**src/shared/timer_core_pkg.sv**
```systemverilog
// constants shared by the timer counter core: register map, fields, resets
package timer_core_pkg;

    // bus and counter geometry
    localparam int unsigned ADDR_W   = 8;
    localparam int unsigned DATA_W   = 32;
    localparam int unsigned CNT_W    = 16;
    localparam int unsigned PRESC_W  = 6;
    localparam int unsigned DIV_W    = 3;

    // register byte addresses, one aligned word each
    localparam logic [7:0] OFS_CTL   = 8'h00; // timer_control_status
    localparam logic [7:0] OFS_CNTH  = 8'h04; // count_high
    localparam logic [7:0] OFS_CNTL  = 8'h08; // count_low
    localparam logic [7:0] OFS_PERH  = 8'h0c; // period_high
    localparam logic [7:0] OFS_PERL  = 8'h10; // period_low

    // timer_control_status field positions
    localparam int unsigned BIT_FLAG  = 7;    // overflow_flag
    localparam int unsigned BIT_IE    = 6;    // overflow_irq_enable
    localparam int unsigned BIT_HALT  = 5;    // counter_halt
    localparam int unsigned BIT_CLEAR = 4;    // counter_clear, reads zero
    localparam int unsigned DIV_LSB   = 0;    // clock_divider_select

    // reset values
    localparam logic             RST_FLAG   = 1'b0;
    localparam logic             RST_IE     = 1'b0;
    localparam logic             RST_HALT   = 1'b1;
    localparam logic [DIV_W-1:0] RST_DIV    = 3'h0;
    localparam logic [CNT_W-1:0] RST_COUNT  = 16'h0000;
    localparam logic [CNT_W-1:0] RST_PERIOD = 16'hffff;

    // divider code that selects the external clock pin
    localparam logic [DIV_W-1:0] DIV_EXT    = 3'h7;

endpackage

```
**src/rtl/timer_counter_core.sv**
```systemverilog
// 16-bit modulo timer counter core with prescaler and apb register slave
//
// Implementation choices: the address map and the APB register port.
`timescale 1ns/1ps

module timer_counter_core (
    // clock and reset
    input  wire logic                                 clock,
    input  wire logic                                 arst_n,
    // apb slave
    input  wire logic                                 psel,
    input  wire logic                                 penable,
    input  wire logic                                 pwrite,
    input  wire logic [timer_core_pkg::ADDR_W-1:0]    paddr,
    input  wire logic [timer_core_pkg::DATA_W-1:0]    pwdata,
    output logic      [timer_core_pkg::DATA_W-1:0]    prdata,
    output logic                                      pready,
    output logic                                      pslverr,
    // system state from the processor and break logic
    input  wire logic                                 wait_mode,
    input  wire logic                                 stop_mode,
    input  wire logic                                 break_active,
    input  wire logic                                 break_clear_enable,
    // shared external clock pin and its port direction bit
    input  wire logic                                 ext_clock_pin,
    input  wire logic                                 port_direction_bit,
    output logic                                      ext_pin_input_only,
    output logic                                      ext_pin_output_en,
    // overflow interrupt request
    output logic                                      overflow_irq
);

    localparam int unsigned CW = timer_core_pkg::CNT_W;
    localparam int unsigned PW = timer_core_pkg::PRESC_W;
    localparam int unsigned DW = timer_core_pkg::DIV_W;

    typedef struct packed {
        logic                                   ext_s1;
        logic                                   ext_s2;
        logic                                   ext_s3;
        logic [PW-1:0]                          presc;
        logic [CW-1:0]                          count;
        logic [CW-1:0]                          period;
        logic                                   mod_pending;
        logic                                   flag;
        logic                                   armed;
        logic                                   ie;
        logic                                   halt;
        logic [DW-1:0]                          div;
        logic                                   latched;
        logic [7:0]                             low_buf;
        logic                                   pready;
        logic                                   pslverr;
        logic [timer_core_pkg::DATA_W-1:0]      prdata;
        logic                                   irq;
        logic                                   pin_in_only;
        logic                                   pin_oe;
    } state_t;

    localparam state_t ST_RST = '{
        ext_s1:      1'b0,
        ext_s2:      1'b0,
        ext_s3:      1'b0,
        presc:       '0,
        count:       timer_core_pkg::RST_COUNT,
        period:      timer_core_pkg::RST_PERIOD,
        mod_pending: 1'b0,
        flag:        timer_core_pkg::RST_FLAG,
        armed:       1'b0,
        ie:          timer_core_pkg::RST_IE,
        halt:        timer_core_pkg::RST_HALT,
        div:         timer_core_pkg::RST_DIV,
        latched:     1'b0,
        low_buf:     8'h00,
        pready:      1'b0,
        pslverr:     1'b0,
        prdata:      '0,
        irq:         1'b0,
        pin_in_only: 1'b0,
        pin_oe:      1'b0
    };

    state_t st_r;
    state_t st_nxt;

    logic           run;
    logic           ext_sel;
    logic           ext_rise;
    logic [PW-1:0]  presc_mask;
    logic           tick;
    logic           wrap;
    logic           ovf;
    logic           setup;
    logic           access;
    logic           mapped;
    logic           prot;
    logic           wr_ok;
    logic [7:0]     rd_byte;

    // counting conditions, prescaler tap and external edge
    always_comb begin
        run        = !st_r.halt && !stop_mode && !break_active;
        ext_sel    = (st_r.div == timer_core_pkg::DIV_EXT);
        ext_rise   = st_r.ext_s2 && !st_r.ext_s3;
        presc_mask = PW'(~({(PW+1){1'b1}} << st_r.div));
        if (ext_sel) begin
            tick = run && ext_rise;
        end else begin
            tick = run && ((st_r.presc & presc_mask) == presc_mask);
        end
        wrap = tick && (st_r.count == st_r.period);
        ovf  = wrap && !st_r.mod_pending;
    end

    // bus phase decode; wait mode shuts the cpu out of the registers
    always_comb begin
        setup  = psel && !penable;
        access = psel && penable && st_r.pready;
        mapped = (paddr == timer_core_pkg::OFS_CTL)
              || (paddr == timer_core_pkg::OFS_CNTH)
              || (paddr == timer_core_pkg::OFS_CNTL)
              || (paddr == timer_core_pkg::OFS_PERH)
              || (paddr == timer_core_pkg::OFS_PERL);
        prot   = break_active && !break_clear_enable;
        wr_ok  = access && pwrite && !st_r.pslverr;
    end

    // read value of the addressed register
    always_comb begin
        rd_byte = 8'h00;
        case (paddr)
            timer_core_pkg::OFS_CTL: begin
                rd_byte[timer_core_pkg::BIT_FLAG] = st_r.flag;
                rd_byte[timer_core_pkg::BIT_IE]   = st_r.ie;
                rd_byte[timer_core_pkg::BIT_HALT] = st_r.halt;
                rd_byte[timer_core_pkg::DIV_LSB +: DW] = st_r.div;
            end
            timer_core_pkg::OFS_CNTH: rd_byte = st_r.count[15:8];
            timer_core_pkg::OFS_CNTL: begin
                rd_byte = st_r.latched ? st_r.low_buf : st_r.count[7:0];
            end
            timer_core_pkg::OFS_PERH: rd_byte = st_r.period[15:8];
            timer_core_pkg::OFS_PERL: rd_byte = st_r.period[7:0];
            default: rd_byte = 8'h00;
        endcase
    end

    // next state
    always_comb begin
        st_nxt = st_r;

        // external pin synchroniser and edge stage
        st_nxt.ext_s1 = ext_clock_pin;
        st_nxt.ext_s2 = st_r.ext_s1;
        st_nxt.ext_s3 = st_r.ext_s2;

        // prescaler runs only while the counter runs on the bus clock
        if (run && !ext_sel) begin
            st_nxt.presc = st_r.presc + PW'(1);
        end

        // counter step and wrap to zero at the period value
        if (tick) begin
            if (wrap) begin
                st_nxt.count = '0;
            end else begin
                st_nxt.count = st_r.count + CW'(1);
            end
        end

        // answer is prepared in the setup cycle, ready in the access cycle
        st_nxt.pready = setup;
        if (setup) begin
            st_nxt.pslverr = wait_mode || !mapped;
            st_nxt.prdata  = '0;
            if (!wait_mode && mapped && !pwrite) begin
                st_nxt.prdata[7:0] = rd_byte;
                case (paddr)
                    timer_core_pkg::OFS_CTL: begin
                        if (st_r.flag && !prot) begin
                            st_nxt.armed = 1'b1;
                        end
                    end
                    timer_core_pkg::OFS_CNTH: begin
                        if (!st_r.latched) begin
                            st_nxt.latched = 1'b1;
                            st_nxt.low_buf = st_r.count[7:0];
                        end
                    end
                    timer_core_pkg::OFS_CNTL: st_nxt.latched = 1'b0;
                    default: st_nxt.latched = st_nxt.latched;
                endcase
            end
        end else if (access) begin
            st_nxt.prdata  = st_r.prdata;
        end else begin
            st_nxt.pslverr = 1'b0;
            st_nxt.prdata  = '0;
        end

        // register writes take effect at the access edge
        if (wr_ok) begin
            case (paddr)
                timer_core_pkg::OFS_CTL: begin
                    st_nxt.ie   = pwdata[timer_core_pkg::BIT_IE];
                    st_nxt.halt = pwdata[timer_core_pkg::BIT_HALT];
                    st_nxt.div  = pwdata[timer_core_pkg::DIV_LSB +: DW];
                    if (pwdata[timer_core_pkg::BIT_CLEAR]) begin
                        st_nxt.count   = '0;
                        st_nxt.presc   = '0;
                        st_nxt.latched = 1'b0;
                        st_nxt.low_buf = 8'h00;
                    end
                    if (!pwdata[timer_core_pkg::BIT_FLAG] && st_r.armed
                        && !prot && !ovf) begin
                        st_nxt.flag  = 1'b0;
                        st_nxt.armed = 1'b0;
                    end
                end
                timer_core_pkg::OFS_PERH: begin
                    st_nxt.period[15:8] = pwdata[7:0];
                    st_nxt.mod_pending  = 1'b1;
                end
                timer_core_pkg::OFS_PERL: begin
                    st_nxt.period[7:0]  = pwdata[7:0];
                    st_nxt.mod_pending  = 1'b0;
                end
                default: st_nxt.mod_pending = st_nxt.mod_pending;
            endcase
        end

        // overflow sets the flag and voids a half-done clear; set wins
        if (ovf) begin
            st_nxt.flag  = 1'b1;
            st_nxt.armed = 1'b0;
        end

        // registered outputs
        st_nxt.irq         = st_r.flag && st_r.ie;
        st_nxt.pin_in_only = ext_sel;
        st_nxt.pin_oe      = !ext_sel && port_direction_bit;
    end

    // state register
    always_ff @(posedge clock or negedge arst_n) begin
        if (!arst_n) begin
            st_r <= ST_RST;
        end else begin
            st_r <= st_nxt;
        end
    end

    // outputs straight from flip-flops
    assign prdata             = st_r.prdata;
    assign pready             = st_r.pready;
    assign pslverr            = st_r.pslverr;
    assign overflow_irq       = st_r.irq;
    assign ext_pin_input_only = st_r.pin_in_only;
    assign ext_pin_output_en  = st_r.pin_oe;
endmodule

```
**config.mk**
```make
export PLATFORM = sky130hd
export DESIGN_NAME = timer_counter_core
export DESIGN_NICKNAME = d
export VERILOG_FILES = /design/src/shared/timer_core_pkg.sv /design/src/rtl/timer_counter_core.sv
export SDC_FILE = /design/constraint.sdc
export NUM_CORES = 1
export LEC_CHECK = 0
export ABC_AREA = 1
export BUFFER_PORTS_ARGS = -buffer_cell sky130_fd_sc_hd__buf_4
export CORE_MARGIN = 2
export CORE_UTILIZATION = 40
export DETAILED_ROUTE_END_ITERATION = 10
export SLEW_MARGIN = 20
export SYNTH_ARGS = -nofsm -noshare
export SYNTH_HDL_FRONTEND = slang
export SYNTH_SLANG_ARGS = --single-unit
```
**constraint.sdc**
```tcl
create_clock -name clock -period 4.25 [get_ports clock]
set_input_delay 0.425 -clock clock [delete_from_list [all_inputs] [get_ports clock]]
set_output_delay 0.425 -clock clock [all_outputs]
set_load 0.05 [all_outputs]
```
After elaboration in Yosys (flattened, before gate mapping)
Cells that the tools add are included.
- $add $sub $neg: 2
- multiply operators: 0
- div/mod/pow operators: 0
- $lt $le $gt $ge: 0
- equality and inequality tests: 8
- shift-type cells: 1
- muxes and demuxes: 31
- bitwise gates (word level): 2
- reductions and logical operators: 52
- operators with widths (operator ; number):
    $mux 55 ; 1
    $mux 16 ; 3
    $mux 8 ; 6
    $mux 22 ; 2
    $mux 33 ; 1
    $mux 32 ; 1
    $pmux 3 s5 ; 2
    $mux 9 ; 3
    $logic_and 1x1->1 ; 22
    $add 16x1->16 const B ; 1
    $eq 16x16->1 ; 1
    $eq 8x4->1 const B ; 2
    $logic_not 1->1 ; 15
    $eq 8x3->1 const B ; 1
    $eq 8x5->1 const B ; 1
    $logic_not 8->1 ; 1
    $pmux 2 s4 ; 1
    $reduce_and 2->1 ; 4
    $reduce_bool 2->1 ; 4
    $shl 7x3->6 const A ; 1
    $add 6x1->6 const B ; 1
    $and 6x6->6 ; 1
    $eq 6x6->1 ; 1
    $mux 1 ; 6
    8 further kinds ; 14
- register bits: 95
- latch bits: 0
- bits in writable memories: 0
- ROM bits: 0
- input port bits: 51
- output and inout port bits: 37
- logic and storage cells: 117
- memories: 0

Logic depth before layout (Yosys ltp)
- depth after elaboration: 14
- gate-level depth with buffers: 12
- gate-level depth less buffers: 12

Worst setup path after synthesis
Ideal clock, no wire load.
- path type: register -> register
- start point: reg st_r, in the netlist pready
- end point: reg st_r[61] (netlist name)
- library setup time: 0.072 ns
- data arrival time: 1.632 ns
- required time: 4.178 ns
- path slack: 2.546 ns
- stages on the path, launching flop included: 8
- buffers on the path: 1
- clock period less this slack: 1.704 ns
- cells stage by stage: dfrtp_1 > nand3_1 > nor3_4 > inv_2 > nor2_4 > buf_2 > nand2_1 > o21ai_1
- word-level cells in the longest chain between the ends: 4
- RTL lines (what ; RTL line ; RTL):
    start: declaration ; timer_counter_core.sv:83 ; state_t st_r;
    start signal: assignment ; timer_counter_core.sv:249 ; st_r <= st_nxt;
    $logic_and 1x1->1 ; timer_counter_core.sv:118 ; access = psel && penable && st_r.pready;
    $logic_and 1x1->1 (2 in a row) ; timer_counter_core.sv:125 ; wr_ok = access && pwrite && !st_r.pslverr;
    $reduce_and 2->1 (no source line) ; - ;
No other way between the ends.
A chain may end at the register's enable or synchronous reset.

==> summary.md <==
| Metric | Value |
|---|---|
| Cell row count | `38` |
| Crit end category | `register` |
| Crit path cell chain | `nor3_1, o21ai_2, a21oi_2, nand3_1, and3_1` |
| Ratio of cells with drive above 1 in the final layout | `17.08%` |
| Clk root buf | `clkbuf_8` |
| Postcts setup bufs | `0` |
| Pleak | `2.655 nW` |
| Warnings, synthesis | `0` |
| Number of synthesized flops with an enable pin | `0` |
| Cts repair resizes | `0` |
| PortBufs | `39` |
| Post-synthesis cell count | `604` |
| Commonest non-fill, non-tap cell in the layout | `nand2_1` |
| Tcrit/Tclk final | `a little under half` |
| Worst hold-check path type | `in2async` |
| Count of final setup violators | `0` |
| H-tree lvl count | `3` |
| Status | `finished clean` |
| DR iter-0 viols | `177` |
| Mapped cell area | `about 0.0044 mm^2` |
| Pint | `0.001207 W` |
| Reg2reg end | `st_r[77]` |
| CTS Buffer Depth | `2` |
| Crit path largest cell delay | `0.43 ns` |
| Wirelength per Cell | `approximately 14 um` |
| Max capacitance violation total | `0` |
| Initial antenna violation count | `0` |
| Count of state elements after synthesis | `71` |
| DP HPWL | `8.482 mm` |
| Fin nets | `between 600 and 700` |
| Slew headroom | `38.12%` |
| Min cycle time layout | `between 1.5 and 2 ns` |
| Vias | `3772` |
| Fmax | `522.3 MHz` |
| Worst reg-to-reg path cell count | `5` |
| GPL Wtd Cong | `0.9589` |
| Hold-fix buffers at CTS | `0` |
| CTS Sinks | `71` |
| Die width | `108.9 um` |
| Area growth syn-to-layout | `11.38%` |
| Synth async-reset ratio | `100.0%` |
| Worst setup path startpoint | `st_r[49]` |
| Worst reg2reg path startpoint | `st_r[49]` |
| Hold_ws | `0.1528 ns` |
| WL final | `11.04 mm` |
| Critical path data arrival time | `2.16 ns` |
| Fin area | `0.004900 mm^2` |
| Clock power frac | `33.1%` |
| Sw power | `between 0.0006 and 0.0007 W` |
| Placement Cell Area | `0.004679 mm^2` |
| Slew @ Worst Pin | `0.9281 ns` |
| Effective utilization at floorplan | `40.76%` |
| Ys flop type | `dfrtp_1` |
| Critical Path RT | `about 4.5 ns` |
| VDD IR max | `0.2778 mV` |
| Residual DRC | `0` |
| Worst Setup Path Type | `reg2reg` |
| Clk_lat worst skew | `around 0.36 ns` |
| R2R setup slack | `2.34 ns` |
| Final Hold Fails | `0` |
| Drt via density | `4.811` |
| Io pins | `88` |
| Gr ovfl total | `0` |
| Drt pass-1 iters | `5` |
| First-pass GRT wire length | `18.22 mm` |
| Switching share of power | `35.22%` |
| CP max stage cell | `nor3_1` |
| Dpl cells | `~770` |
| Sequential share of power | `44.2%` |
| Clock transition at path regs | `0.09 ns` |
| Netlist cell types | `40` |
| Cell Pwr Density | `380.2 mW/mm^2` |
| Setup TNS | `0 ns` |
| Combinational Power Share | `between 20% and 30%` |
| Total die area | `0.01185 mm^2` |
| Post-Syn Area per Cell | `7.283 um^2` |
| Final Max Tran Viols | `0` |
| Post-route antenna net violation count | `0` |
| FILL cells | `1126` |
| N_diodes | `0` |
| RSZ-0062 raised after global routing | `no` |
| Largest net degree at the start of global routing | `72` |
| CP startpoint kind | `register` |
| CP max FO | `10` |
| Post-route core utilization | `45.40%` |
| Vias in the first global route | `3637` |
| Commonest cells after routing, fill and taps aside | `nand2_1, nor2_1, inv_1` |
| Fin Clk Skew | `0.01122 ns` |
| Sequential fraction of the synthesis area | `40.87%` |
| Core Footprint | `~0.011 mm^2` |
| Final Non-Filler Cells | `784` |
| CTS tree | `yes` |
| Die height | `around 110 um` |
| GRT Overall Usage | `20.28%` |
| CTS Buf Count | `9` |
## worst max-delay path, delay by kind of cell (launching register included)
family | cells | cell delay, ns
compound gates | 2 | 0.58
flops | 1 | 0.39
simple gates | 3 | 0.84
## logic make-up after synthesis
family          synth area share (%)
other cells                  0.08524
buf+inv                        14.02
simple gates                   32.94
compound gates                 8.931
xor+xnor                       2.588
flops                          40.87
fa+ha+maj                     0.5687
## state kept, by name (all words and copies together), names as in the netlist
signal / count
st_nxt: 2
ext_pin_output_en: 1
overflow_irq: 1
pready: 1
prdata: 8
st_r: 56
ext_pin_input_only: 1
pslverr: 1
## layout make-up
type                            instances  area [um^2]  share of cell area [%]
Sequential cell                        71         1798                   36.70
Inverter                               91        342.8                   6.997
Timing Repair Buffer                   39        292.8                   5.975
Tap cell                              140        175.2                   3.575
Multi-Input combinational cell        427         2071                   42.26
Clock inverter                          6        92.59                   1.890
Clock buffer                           10        127.6                   2.605
## synthesized netlist by cell type, types with 2 or more instances
cell	n	share of area, %
nand2_1	179	15
nor2_1	82	7.0
inv_1	79	6.7
dfrtp_1	54	31
o21ai_0	43	4.9
buf_4	32	5.5
dfstp_2	17	10
nand3_1	17	1.9
xor2_1	13	2.6
inv_2	10	0.85
a21oi_1	7	0.80
o21ai_1	7	0.80
nand4_1	6	0.85
nor3_1	6	0.68
nand2_4	5	1.3
nand2_2	4	0.57
o31ai_1	4	0.68
nor2_2	3	0.43
nor2_4	3	0.77
nor2_8	3	1.4
o22ai_1	3	0.43
a21oi_2	2	0.40
buf_2	2	0.23
clkbuf_1	2	0.17
ha_1	2	0.57
nand3_4	2	0.80
nor3_2	2	0.46
nor3_4	2	0.74
o211ai_1	2	0.34
## metrics by stage
stage	worst slack (ns)	power, W
2_1_floorplan	2.546	0.001140
3_3_place_gp	2.156	0.001246
3_5_place_dp	2.166	0.001258
4_1_cts	2.301	0.001877
5_1_grt	2.232	0.001978
6_report	2.335	0.001863
## layer usage
| metal | up-vias | share of wire [%] | track usage (%) |
|---|---|---|---|
| li1 | 1887 | - | - |
| met1 | 1748 | 44 | 25.68 |
| met2 | 121 | 49 | 34.29 |
| met3 | 16 | 4.7 | 3.527 |
| met4 | 0 | 1.8 | 8.059 |
| met5 | - | 0 | 0 |
## worst max-delay path by stage
stage	endpoint	slack, ns	cells past startpoint
after floorplan	st_r[61]	2.55	7
after global placement	st_r[77]	2.16	6
after detailed placement	st_r[77]	2.17	6
after CTS	st_r[77]	2.30	5
after global routing	st_r[77]	2.23	5
final	st_r[77]	2.34	5
## power by group through the flow
stage	Sequential [W]	Clock, W	Combinational, W
after global routing	0.000834	0.000657	0.000487
after CTS	0.000821	0.000630	0.000426
after global placement	0.000829	0	0.000417
after detailed placement	0.000834	0	0.000424
final	0.000823	0.000617	0.000423
after floorplan	0.000815	0	0.000325
Power figures use the tool's default switching activity.
